`config.mk`:
```
export PLATFORM = sky130hd
export DESIGN_NAME = rx_mode_and_selftest_regs
export DESIGN_NICKNAME = d
export VERILOG_FILES = /design/src/rtl/rx_regs_pkg.sv /design/src/rtl/rx_cfg_if.sv /design/src/rtl/return_rate_sel.sv /design/src/rtl/selftest_ctrl.sv /design/src/rtl/rx_mode_and_selftest_regs.sv
export VERILOG_INCLUDE_DIRS = /design/src /design/src/rtl
export SDC_FILE = /design/constraint.sdc
export NUM_CORES = 1
export LEC_CHECK = 0
export ABC_CLOCK_PERIOD_IN_PS = 4200
export BUFFER_PORTS_ARGS = -buffer_cell sky130_fd_sc_hd__buf_2
export CORE_UTILIZATION = 44
export CTS_CLUSTER_DIAMETER = 50
export CTS_CLUSTER_SIZE = 24
export DETAILED_ROUTE_END_ITERATION = 10
export GPL_ROUTABILITY_DRIVEN = 0
export GPL_TIMING_DRIVEN = 0
export PLACE_DENSITY = 0.84
export SKIP_CTS_REPAIR_TIMING = 1
export SYNTH_ARGS = -nofsm -noshare
export SYNTH_HDL_FRONTEND = slang
export SYNTH_SLANG_ARGS = --single-unit
```
`constraint.sdc`:
```
create_clock -name sys_clk -period 4.2 [get_ports sys_clk]
set_clock_uncertainty 0.2 [all_clocks]
set_input_delay 0.42 -clock sys_clk [delete_from_list [all_inputs] [get_ports sys_clk]]
set_output_delay 0.42 -clock sys_clk [all_outputs]
set_load 0.03 [all_outputs]
```
`src/rtl/rx_regs_map.svh`:
```
// offsets, field positions, reset values and constants of the receive mode and self-test registers
`ifndef RX_REGS_MAP_SVH
`define RX_REGS_MAP_SVH

`define ADDR_W 12
`define RMS_IDX 8'h23
`define ST_IDX 8'h24
`define RMS_ADDR ({2'b00, `RMS_IDX, 2'b00})
`define ST_ADDR ({2'b00, `ST_IDX, 2'b00})

`define RMS_DIV_BIT 6
`define RMS_AUTO_BIT 5
`define RMS_FAST_BIT 4
`define RMS_COAX_BIT 3
`define RMS_RPTR_BIT 2

`define ST_MODE 7:6
`define ST_FREQ 5:4
`define ST_PIN_BIT 3
`define ST_SRC 2:1
`define ST_CFG 2:0
`define ST_EN_BIT 0

`define AUTO_RST 1'b1
`define ST_RST 8'h08

`define STRAP_FAST_BIT 0
`define STRAP_COAX_BIT 1
`define STRAP_RPTR_BIT 2

`define REMOTE_CLKSRC_OFS 8'h14

`define OSC_50 6'h32
`define OSC_25 6'h19
`define OSC_10 6'h0A

`endif

```
`src/rtl/rx_regs_pkg.sv`:
```
// types shared by the receive mode and self-test register block
package rx_regs_pkg;
	typedef enum logic [1:0] {RATE_DIV4, RATE_DIV2, RATE_FAST} return_rate_t;
	typedef enum logic [1:0] {SEL_NONE, SEL_RMS, SEL_ST} reg_sel_t;
	typedef enum logic [1:0] {XF_IDLE, XF_REQ} xfer_state_t;
endpackage

```
`src/rtl/rx_cfg_if.sv`:
```
// configuration and result signals between the register block and its helpers
`timescale 1ns/1ns
interface rx_cfg_if;
	import rx_regs_pkg::*;
	logic fast_rate_en;
	logic div_sel;
	logic [7:0] st_ctrl;
	return_rate_t rate_mode;
	logic st_active;
	logic st_bit;
	logic rw_req;
	logic [7:0] rw_addr;
	logic [1:0] rw_data;
	modport regs (output fast_rate_en, div_sel, st_ctrl, input rate_mode, st_active, st_bit, rw_req, rw_addr, rw_data);
	modport rate (input fast_rate_en, div_sel, output rate_mode);
	modport selftest (input st_ctrl, output st_active, st_bit, rw_req, rw_addr, rw_data);
endinterface

```
`src/rtl/return_rate_sel.sv`:
```
// return channel rate selection
`timescale 1ns/1ns
`include "rx_regs_map.svh"
module return_rate_sel
	import rx_regs_pkg::*;
(
	input wire logic sys_clk,
	input wire logic rst,
	rx_cfg_if.rate cif
);
	return_rate_t rate_ff;
	return_rate_t nxt_rate;

	always_comb
	begin
		nxt_rate = RATE_DIV4;
		if (cif.fast_rate_en)
			nxt_rate = RATE_FAST; // [RULE2]
		else if (cif.div_sel)
			nxt_rate = RATE_DIV2; // [RULE1]
	end

	always_ff @(posedge sys_clk)
	begin
		if (rst)
			rate_ff <= RATE_DIV4;
		else
			rate_ff <= nxt_rate;
	end

	assign cif.rate_mode = rate_ff;
endmodule

```
`src/rtl/selftest_ctrl.sv`:
```
// self-test enable, pattern output and remote clock source transfer
`timescale 1ns/1ns
`include "rx_regs_map.svh"
module selftest_ctrl
	import rx_regs_pkg::*;
(
	input wire logic sys_clk,
	input wire logic rst,
	input wire logic [2:0] pin_cfg,
	input wire logic st_data,
	input wire logic rw_ack,
	rx_cfg_if.selftest cif
);
	logic [2:0] eff_cfg;
	logic en_q_ff, nxt_en_q;
	logic tx_ff, nxt_tx;
	xfer_state_t xf_ff, nxt_xf;
	logic [7:0] addr_ff, nxt_addr;
	logic [1:0] data_ff, nxt_data;

	always_comb
	begin
		// pin or register bits 2:0 configure the test
		eff_cfg = cif.st_ctrl[`ST_PIN_BIT] ? pin_cfg : cif.st_ctrl[`ST_CFG]; // [RULE10]
		nxt_en_q = eff_cfg[`ST_EN_BIT]; // [RULE12]
		nxt_tx = 1'b0;
		if (eff_cfg[`ST_EN_BIT])
		begin
			if (cif.st_ctrl[7])
				nxt_tx = st_data; // [RULE8]
			else if (cif.st_ctrl[6])
				nxt_tx = ~tx_ff; // [RULE8]
		end
		nxt_xf = xf_ff;
		nxt_addr = addr_ff;
		nxt_data = data_ff;
		case (xf_ff)
			XF_IDLE:
			begin
				if (eff_cfg[`ST_EN_BIT] && !en_q_ff)
				begin
					nxt_xf = XF_REQ; // [RULE11]
					nxt_addr = `REMOTE_CLKSRC_OFS;
					nxt_data = eff_cfg[`ST_SRC];
				end
			end
			XF_REQ:
			begin
				if (rw_ack)
					nxt_xf = XF_IDLE;
			end
			default:
				nxt_xf = XF_IDLE;
		endcase
	end

	always_ff @(posedge sys_clk)
	begin
		if (rst)
		begin
			en_q_ff <= 1'b0;
			tx_ff <= 1'b0;
			xf_ff <= XF_IDLE;
			addr_ff <= 8'h00;
			data_ff <= 2'h0;
		end
		else
		begin
			en_q_ff <= nxt_en_q;
			tx_ff <= nxt_tx;
			xf_ff <= nxt_xf;
			addr_ff <= nxt_addr;
			data_ff <= nxt_data;
		end
	end

	assign cif.st_active = en_q_ff;
	assign cif.st_bit = tx_ff;
	assign cif.rw_req = (xf_ff == XF_REQ);
	assign cif.rw_addr = addr_ff;
	assign cif.rw_data = data_ff;
endmodule

```
`src/rtl/rx_mode_and_selftest_regs.sv`:
```
// receive mode and self-test register bank on an apb slave
// Overview of operation
// [RULE1] with the fast bit clear, the divider select bit picks divide-by-4 at 0 and divide-by-2 at 1.
// [RULE2] the fast bit runs the return channel at 20 Mbps whatever the divider select says.
// [RULE3] the remote side sets its serializer to auto-acknowledge before a rate change over the control channel; this block sends no such write.
// [RULE4] the automatic audio bit resets to 1 and while set audio mode follows the received aux codes.
// [RULE5] the fast bit is loaded from the mode strap when reset ends.
// [RULE6] the cable bit means twisted pair at 0 and coax at 1 and is loaded from the mode strap.
// [RULE7] the repeater bit is read only and shows the strapped repeater setting.
// [RULE8] output mode bits 7-6 give no toggling at 00, alternating toggling at 01, self-test data at 1x.
// [RULE9] with automatic clock enable, bits 5-4 select 50, 25 or 10 MHz, 11 reserved.
// [RULE10] the config source bit resets to 1 for the pin, and at 0 bits 2:0 configure the test.
// [RULE11] when self-test starts, the clock source field is sent to remote offset 0x14.
// [RULE12] bit 0 starts self-test at 1, stops it at 0, and resets to 0.
//
// Design decision made here: the APB interface to the registers.
`timescale 1ns/1ns
`include "rx_regs_map.svh"
module rx_mode_and_selftest_regs
	import rx_regs_pkg::*;
(
	input wire logic sys_clk,
	input wire logic rst,
	input wire logic psel,
	input wire logic penable,
	input wire logic pwrite,
	input wire logic [`ADDR_W-1:0] paddr,
	input wire logic [31:0] pwdata,
	input wire logic [3:0] pstrb,
	output logic [31:0] prdata,
	output logic pready,
	output logic pslverr,
	input wire logic [2:0] mode_strap_input,
	input wire logic auto_clock_en,
	input wire logic aux_code_valid,
	input wire logic [1:0] aux_audio_code,
	input wire logic [2:0] selftest_pin_cfg,
	input wire logic selftest_data,
	input wire logic remote_wr_ack,
	output logic [1:0] return_rate_mode,
	output logic audio_mode_auto,
	output logic [1:0] audio_mode,
	output logic coax_mode,
	output logic repeater_mode,
	output logic [1:0] osc_rx_clock_freq,
	output logic [5:0] osc_rx_clock_mhz,
	output logic selftest_active,
	output logic selftest_tx_bit,
	output logic remote_wr_req,
	output logic [7:0] remote_wr_addr,
	output logic [1:0] remote_wr_data
);
	rx_cfg_if cif ();

	logic pready_ff, nxt_pready;
	logic pslverr_ff, nxt_pslverr;
	logic [31:0] prdata_ff, nxt_prdata;
	logic div_sel_ff, nxt_div_sel;
	logic audio_auto_ff, nxt_audio_auto;
	logic fast_ff, nxt_fast;
	logic coax_ff, nxt_coax;
	logic rptr_ff, nxt_rptr;
	logic [7:0] st_ctrl_ff, nxt_st_ctrl;
	logic strap_pend_ff, nxt_strap_pend;
	logic [1:0] audio_mode_ff, nxt_audio_mode;
	logic [1:0] osc_sel_ff, nxt_osc_sel;
	logic [5:0] osc_mhz_ff, nxt_osc_mhz;
	logic acc;
	logic wr;
	logic strap_load;
	reg_sel_t sel;
	logic strap_fast, strap_coax, strap_rptr;

	function automatic reg_sel_t decode(input logic [`ADDR_W-1:0] a);
		reg_sel_t s;
		s = SEL_NONE;
		if (a == `RMS_ADDR)
			s = SEL_RMS;
		else if (a == `ST_ADDR)
			s = SEL_ST;
		return s;
	endfunction

	function automatic logic [5:0] osc_mhz(input logic [1:0] f);
		logic [5:0] m;
		case (f)
			2'h0: m = `OSC_50;
			2'h2: m = `OSC_10;
			default: m = `OSC_25;
		endcase
		return m;
	endfunction

	assign strap_fast = mode_strap_input[`STRAP_FAST_BIT];
	assign strap_coax = mode_strap_input[`STRAP_COAX_BIT];
	assign strap_rptr = mode_strap_input[`STRAP_RPTR_BIT];
	assign acc = psel && penable;
	assign sel = decode(paddr);
	assign wr = acc && pready_ff && pwrite && !pslverr_ff && pstrb[0];
	assign strap_load = strap_pend_ff && !rst;

	always_comb
	begin
		nxt_pready = acc && !pready_ff;
		nxt_pslverr = pslverr_ff;
		nxt_prdata = prdata_ff;
		if (acc && !pready_ff)
		begin
			nxt_pslverr = (sel == SEL_NONE);
			nxt_prdata = 32'h0000_0000;
			if (!pwrite && sel == SEL_RMS)
				nxt_prdata[7:0] = {1'b0, div_sel_ff, audio_auto_ff, fast_ff, coax_ff, rptr_ff, 2'b00}; // [RULE7]
			else if (!pwrite && sel == SEL_ST)
				nxt_prdata[7:0] = st_ctrl_ff;
		end
		else if (!acc)
			nxt_pslverr = 1'b0;
	end

	always_comb
	begin
		nxt_div_sel = div_sel_ff;
		nxt_audio_auto = audio_auto_ff;
		nxt_fast = fast_ff;
		nxt_coax = coax_ff;
		nxt_rptr = rptr_ff;
		nxt_st_ctrl = st_ctrl_ff;
		nxt_strap_pend = 1'b0;
		if (wr && sel == SEL_RMS)
		begin
			nxt_div_sel = pwdata[`RMS_DIV_BIT]; // [RULE1]
			nxt_audio_auto = pwdata[`RMS_AUTO_BIT]; // [RULE4]
			nxt_fast = pwdata[`RMS_FAST_BIT]; // [RULE2]
			nxt_coax = pwdata[`RMS_COAX_BIT]; // [RULE6]
		end
		if (wr && sel == SEL_ST)
			nxt_st_ctrl = pwdata[7:0]; // [RULE12]
		if (strap_load)
		begin
			nxt_fast = strap_fast; // [RULE5]
			nxt_coax = strap_coax; // [RULE6]
			nxt_rptr = strap_rptr; // [RULE7]
		end
	end

	always_comb
	begin
		nxt_audio_mode = audio_mode_ff;
		if (audio_auto_ff && aux_code_valid)
			nxt_audio_mode = aux_audio_code; // [RULE4]
		nxt_osc_sel = st_ctrl_ff[`ST_FREQ];
		nxt_osc_mhz = 6'h00;
		if (auto_clock_en)
			nxt_osc_mhz = osc_mhz(st_ctrl_ff[`ST_FREQ]); // [RULE9]
	end

	always_ff @(posedge sys_clk)
	begin
		if (rst)
		begin
			pready_ff <= 1'b0;
			pslverr_ff <= 1'b0;
			prdata_ff <= 32'h0000_0000;
			div_sel_ff <= 1'b0;
			audio_auto_ff <= `AUTO_RST; // [RULE4]
			fast_ff <= 1'b0;
			coax_ff <= 1'b0;
			rptr_ff <= 1'b0;
			st_ctrl_ff <= `ST_RST; // [RULE10]
			strap_pend_ff <= 1'b1;
			audio_mode_ff <= 2'h0;
			osc_sel_ff <= 2'h0;
			osc_mhz_ff <= 6'h00;
		end
		else
		begin
			pready_ff <= nxt_pready;
			pslverr_ff <= nxt_pslverr;
			prdata_ff <= nxt_prdata;
			div_sel_ff <= nxt_div_sel;
			audio_auto_ff <= nxt_audio_auto;
			fast_ff <= nxt_fast;
			coax_ff <= nxt_coax;
			rptr_ff <= nxt_rptr;
			st_ctrl_ff <= nxt_st_ctrl;
			strap_pend_ff <= nxt_strap_pend;
			audio_mode_ff <= nxt_audio_mode;
			osc_sel_ff <= nxt_osc_sel;
			osc_mhz_ff <= nxt_osc_mhz;
		end
	end

	assign cif.fast_rate_en = fast_ff;
	assign cif.div_sel = div_sel_ff;
	assign cif.st_ctrl = st_ctrl_ff;

	return_rate_sel u_rate (
		.sys_clk(sys_clk),
		.rst(rst),
		.cif(cif)
	);

	selftest_ctrl u_selftest (
		.sys_clk(sys_clk),
		.rst(rst),
		.pin_cfg(selftest_pin_cfg),
		.st_data(selftest_data),
		.rw_ack(remote_wr_ack),
		.cif(cif)
	);

	assign prdata = prdata_ff;
	assign pready = pready_ff;
	assign pslverr = pslverr_ff;
	assign return_rate_mode = cif.rate_mode;
	assign audio_mode_auto = audio_auto_ff;
	assign audio_mode = audio_mode_ff;
	assign coax_mode = coax_ff;
	assign repeater_mode = rptr_ff;
	assign osc_rx_clock_freq = osc_sel_ff;
	assign osc_rx_clock_mhz = osc_mhz_ff;
	assign selftest_active = cif.st_active;
	assign selftest_tx_bit = cif.st_bit;
	assign remote_wr_req = cif.rw_req;
	assign remote_wr_addr = cif.rw_addr;
	assign remote_wr_data = cif.rw_data;

	property p_rate_div;
		@(posedge sys_clk) disable iff (rst)
		!fast_ff |=> return_rate_mode == ($past(div_sel_ff) ? RATE_DIV2 : RATE_DIV4);
	endproperty
	a_rate_div: assert property (p_rate_div) else $error("divider rate wrong"); // [RULE1]

	property p_rate_fast;
		@(posedge sys_clk) disable iff (rst)
		fast_ff |=> return_rate_mode == RATE_FAST;
	endproperty
	a_rate_fast: assert property (p_rate_fast) else $error("fast rate not selected"); // [RULE2]

	property p_audio_follow;
		@(posedge sys_clk) disable iff (rst)
		(audio_auto_ff && aux_code_valid) |=> audio_mode == $past(aux_audio_code);
	endproperty
	a_audio_follow: assert property (p_audio_follow) else $error("audio mode did not follow aux code"); // [RULE4]

	property p_audio_reset;
		@(posedge sys_clk)
		rst |=> audio_mode_auto && st_ctrl_ff == `ST_RST;
	endproperty
	a_audio_reset: assert property (p_audio_reset) else $error("reset values wrong"); // [RULE4]

	property p_strap_fast;
		@(posedge sys_clk) disable iff (rst)
		strap_load |=> fast_ff == $past(strap_fast);
	endproperty
	a_strap_fast: assert property (p_strap_fast) else $error("fast bit not strapped"); // [RULE5]

	property p_strap_coax;
		@(posedge sys_clk) disable iff (rst)
		strap_load |=> coax_mode == $past(strap_coax);
	endproperty
	a_strap_coax: assert property (p_strap_coax) else $error("cable bit not strapped"); // [RULE6]

	property p_rptr_stable;
		@(posedge sys_clk) disable iff (rst)
		!strap_load |=> $stable(repeater_mode);
	endproperty
	a_rptr_stable: assert property (p_rptr_stable) else $error("repeater bit changed"); // [RULE7]

	property p_no_toggle;
		@(posedge sys_clk) disable iff (rst)
		st_ctrl_ff[`ST_MODE] == 2'b00 |=> !selftest_tx_bit;
	endproperty
	a_no_toggle: assert property (p_no_toggle) else $error("output toggled in mode 00"); // [RULE8]

	property p_osc_10;
		@(posedge sys_clk) disable iff (rst)
		(auto_clock_en && st_ctrl_ff[`ST_FREQ] == 2'b10) |=> osc_rx_clock_mhz == `OSC_10;
	endproperty
	a_osc_10: assert property (p_osc_10) else $error("oscillator clock not 10 MHz"); // [RULE9]

	property p_reg_cfg;
		@(posedge sys_clk) disable iff (rst)
		(!st_ctrl_ff[`ST_PIN_BIT] && st_ctrl_ff[`ST_EN_BIT]) |=> selftest_active;
	endproperty
	a_reg_cfg: assert property (p_reg_cfg) else $error("register config ignored"); // [RULE10]

	property p_remote_xfer;
		@(posedge sys_clk) disable iff (rst)
		$rose(selftest_active) |-> remote_wr_req && remote_wr_addr == `REMOTE_CLKSRC_OFS;
	endproperty
	a_remote_xfer: assert property (p_remote_xfer) else $error("clock source not sent"); // [RULE11]

	property p_start_bit;
		@(posedge sys_clk) disable iff (rst)
		(wr && sel == SEL_ST) |=> st_ctrl_ff[`ST_EN_BIT] == $past(pwdata[0]);
	endproperty
	a_start_bit: assert property (p_start_bit) else $error("enable bit not written"); // [RULE12]

	property p_apb_wait;
		@(posedge sys_clk) disable iff (rst)
		(acc && !pready_ff) |=> pready ##1 !pready;
	endproperty
	a_apb_wait: assert property (p_apb_wait) else $error("apb answer timing wrong");

	c_fast: cover property (@(posedge sys_clk) disable iff (rst) return_rate_mode == RATE_FAST);
	c_toggle: cover property (@(posedge sys_clk) disable iff (rst) selftest_tx_bit ##1 !selftest_tx_bit);
	c_xfer: cover property (@(posedge sys_clk) disable iff (rst) remote_wr_req && remote_wr_ack);
	c_err: cover property (@(posedge sys_clk) disable iff (rst) pready && pslverr);
endmodule

```
# Word level (Yosys, flattened, before mapping)
# Index checks and enable logic that the tools add are counted.
# Widths: inputs -> output; s select.
word_totals:
  reg_bits: 43
  latchBits: 0
  ramBits: 0
  romBits: 0
  memories: 0
op_classes:
  n_addsub: 0
  mul: 0
  n_div: 0
  order_cmp: 0
  eq_ne: 9
  n_shift: 0
  n_mux: 20
  bitwise: 3
  n_reduce_logical: 27
ops:
  columns: ["op", "n"]
  rows:
  - ["$eq 12x8->1 const B", 2]
  - ["$mux 8", 2]
  - ["$logic_and 1x1->1", 13]
  - ["$pmux 6 s2", 1]
  - ["$mux 1", 10]
  - ["$mux 2", 5]
  - ["$logic_not 2->1", 3]
  - ["$reduce_or 2->1", 3]
  - ["$logic_not 1->1", 5]
  - ["$eq 2x1->1 const B", 2]
  - ["$eq 2x2->1 const B", 2]
  - ["$ne 2x2->1 const B", 2]
  - ["$pmux 2 s2", 1]
  - ["$reduce_and 2->1", 2]
  - ["$mux 3", 1]
  - ["$not 1->1", 3]
  - ["$ne 2x1->1 const B", 1]
  - ["$reduce_bool 2->1", 1]

# Depth between registers and ports, before layout
depth:
  word_depth: 8
  depth_mapped: 5
  depth_no_buf: 4

# Cells and area by module
# Synthesis repeated with hierarchy kept, for this count alone.
unflattened:
  cells_unflattened: 210
  hier_area_um2: 1870.5
modules_own_cells:
  columns: ["mod", "n_inst", "cells_per_inst", "area_each_um2", "seq_area_each_um2"]
  rows:
  - ["rx_mode_and_selftest_regs", 1, 174, 1515.2, 660.6]
  - ["selftest_ctrl", 1, 32, 296.5, 120.1]
  - ["return_rate_sel", 1, 4, 58.8, 40.0]

# Worst setup path before layout
# OpenSTA, ideal clock, no wires.
synth_timing:
  kind: "input to register"
  startpoint: "input port paddr[8]"
  endpoint: "register fast_ff (netlist: cif.fast_rate_en)"
  t_arrival_ps: 1561
  setup_slack_ps: 2348
  path_stages: 4
  n_path_buf: 0
  path_cell_list: "or4_4 nor3b_4 nand4_1 a311oi_1"
synth_via:
  elab_chain_len: 6
  word_cells_on_any_way: 7
  classes_between: "eq/ne (3); mux (2); reduce/logical (2)"
synth_lines:
  columns: ["element", "line_no", "rtl"]
  rows:
  - ["start: declaration", "rx_mode_and_selftest_regs.sv:27", "input wire logic [`ADDR_W-1:0] paddr,"]
  - ["$eq 12x8->1 (no line)", null, null]
  - ["$mux 2", "rx_mode_and_selftest_regs.sv:79", "else if (a == `ST_ADDR)"]
  - ["$mux 2 *", "rx_mode_and_selftest_regs.sv:77", "if (a == `RMS_ADDR)"]
  - ["$eq 2x1->1 *", "rx_mode_and_selftest_regs.sv:129", "if (wr && sel == SEL_RMS)"]
  - ["$logic_and 1x1->1 *", "rx_mode_and_selftest_regs.sv:129", null]
  - ["$reduce_bool 2->1 (no line) *", null, null]
  - ["end signal: assignment", "rx_mode_and_selftest_regs.sv:182", "fast_ff <= nxt_fast;"]
  - ["end: declaration", "rx_mode_and_selftest_regs.sv:60", "logic fast_ff, nxt_fast;"]
# Every way passes the cells marked *; elsewhere a longest branch is shown, timed or not.
# A chain may end at the register's enable or synchronous reset.

# Worst setup path in the final report
layout_timing:
  startpoint: "register pready_ff (netlist: pready)"
  endpoint: "register prdata_ff[0] (netlist: prdata[0])"
layout_via:
  elab_chain_len: 2
layout_lines:
  columns: ["element", "line_no", "rtl"]
  rows:
  - ["start: declaration", "rx_mode_and_selftest_regs.sv:55", "logic pready_ff, nxt_pready;"]
  - ["start signal: assignment", "rx_mode_and_selftest_regs.sv:177", "pready_ff <= nxt_pready;"]
  - ["$logic_not 1->1", "rx_mode_and_selftest_regs.sv:107", "if (acc && !pready_ff)"]
  - ["$logic_and 1x1->1", "rx_mode_and_selftest_regs.sv:107", null]
  - ["end signal: assignment", "rx_mode_and_selftest_regs.sv:179", "prdata_ff <= nxt_prdata;"]
  - ["end: declaration", "rx_mode_and_selftest_regs.sv:57", "logic [31:0] prdata_ff, nxt_prdata;"]
# Every way passes these cells.

==> results.tsv <==
metric	value	unit
unrepaired setup endpoints after global routing	no	
setup violators final	0	
Clk pin slew, worst setup/hold paths	0.08	ns
Slew HR	42.0	%
Syn Area/Cell	8.99	um2
Tcrit/Tclk final	48.4	%
DRT Pass-1 Iters	4	
Post-synth top cells	dfxtp_1 (41), buf_4 (32), nor2_1 (21), a21oi_1 (18), nand4_1 (14)	
Critical Path Start Type	flop	
FP Rows	23	
hpwl dp	3.25	mm
ys async rst share	0	%
CTS buffer count	5	
DP Cell Count	355	
M1 WL	1.78	mm
distinct cell type count after synthesis	35	
Vias/cell	4.86	
top_reg_cell synth	dfxtp_1	
sum of negative setup slack	0	ns
design area	0.00249	mm2
uppermost layer routed	met4	
grt ovf	0	
CTS sink cnt	41	
synth top area cells	dfxtp_1 (44%), buf_4 (13%), a21oi_1 (4.8%)	
Die Wd	67.1	um
Pwr Density	351	mW/mm2
DRC errors left	0	
area fraction of the dominant cell type after synthesis	44.1	%
CP max FO	10	
Post-Synthesis Cell Area	0.00186	mm2
largest net degree at the start of global routing	13	
fin util	61.9	%
global-route wire length before repair	6.81	mm
effective utilization at floorplan	46.2	%
Seq/Total Area, Yosys	44.1	%
fin crit period	2.03	ns
status	finished clean	
Synth Register Bits	41	
Worst Path Required	4.22	ns
pre-CTS setup slack	2.06	ns
Net count, final	377	
Max Cap Viol	0	
CP arrival	2.05	ns
area of placed instances	0.00238	mm2
Wirelength per Cell	12.0	um
Core Region	0.00403	mm2
Worst-Skew Late Latency	0.29	ns
Mapped Cells	207	
Global Route Usage Sum	20.4	%
H-Tree Depth	2	
# fillers	357	
layout overhead on the synthesized area	33.9	%
most frequent cell after synthesis	dfxtp_1	
max-slew violation count	0	
Die Y	67.1	um
total power	876	uW
Max Freq	492	MHz
Routed met2 length	2.11	mm
non-filler cells, final	363	
Worst setup EP type	flop	
die area	0.00450	mm2
leakage power	1.24	nW
initial DRC count	71	
met3 routed WL	384	um
n_diodes	0	
Hold/Removal Path Class	in -> reg	
ANT nets after route	0	
vias in the first global route	1541	
Peak VDD IR	206	uV
Slew @ Worst Pin	0.869	ns
Fin. Hold Viols	0	
Port Buffers	68	
Setup CP Type	reg -> reg	
EDFF count, synth	0	
synth warn	0	
Final WS setup	2.17	ns
Ports	127	
Longest Clk Path Bufs	2	
dominant cell type by area after synthesis	dfxtp_1	
via count	1763	
antenna violations before repair	0	
clk root buf	clkbuf_8	
CTS tree	done	
layout cells sized above 1	37.1	%
DRT Wirelength	4.36	mm
Fin Hold WS	0.0405	ns
[cells by family (layout without fill, tap and decap cells)]
family,after synthesis,in the layout,synth area share (%)
AO/OA/AOI/OAI,44,44,14.2
flip-flops,41,41,44.1
multiplexers,4,4,2.15
other,1,31,0.201
buffers and inverters,44,120,16.0
AND/OR/NAND/NOR,73,73,23.4
[state kept, by name (all words and copies together), names as in the netlist, 2 cells and up]
name and cells:
cif.st_ctrl 8, prdata 8, osc_rx_clock_mhz 5, audio_mode 2
osc_rx_clock_freq 2, u_rate.cif.rate_mode 2, u_selftest.cif.rw_data 2
[critical path, cell delays in order, from the launching register on]
cell and delay, ns:
dfxtp_1 0.36, nand3b_1 0.46, nor4_4 0.65, nand3_1 0.13, a21oi_1 0.16
[path summary, 6_finish.rpt]
check	from	endpoint	slack (ns)	depth (start not counted)
worst max register to register	pready	prdata[0]	2.17	4
worst min register to register	prdata[1]	prdata[1]	0.26	2
worst max-delay path	pready	prdata[0]	2.17	4
worst min-delay path	rst	strap_pend_ff	0.04	1
[layout make-up]
type | count | area [um2] | share of cell area (%)
multi-input combinational | 152 | 856 | 34.3
sequential | 41 | 821 | 32.9
timing repair buffer | 68 | 340 | 13.6
buffer | 41 | 287 | 11.5
clock buffer | 7 | 86.3 | 3.46
tap | 50 | 62.6 | 2.51
clock inverter | 1 | 30.0 | 1.20
inverter | 3 | 11.3 | 0.452
[routing by layer]
layer	up-vias	track usage, %
met3	9	5.31
li1	893	-
met4	0	10.1
met1	788	23.0
met2	73	35.1
met5	-	0
[cell usage in the layout, fill, tap and decap left out, drive strengths merged, types with 2 or more instances in the layout]
cell type / count
buf: 104
dfxtp: 41
conb: 31
nor2: 21
a21oi: 18
nand4: 14
o21ai: 12
clkbuf: 12
nand2: 7
nand3: 5
a22o: 5
a22oi: 5
nor3b: 5
nand3b: 4
mux2i: 4
nor3: 3
inv: 3
nand2b: 2
a211oi: 2
a311oi: 2
nor2b: 2
nor4: 2
[where the power goes]
part | leakage (nW) | internal [mW] | switching [mW]
clock network | 0.0585 | 0.194 | 0.132
registers | 0.334 | 0.398 | 0.00584
logic | 0.847 | 0.0520 | 0.0938
No activity file was read; power rests on OpenSTA's default activity.
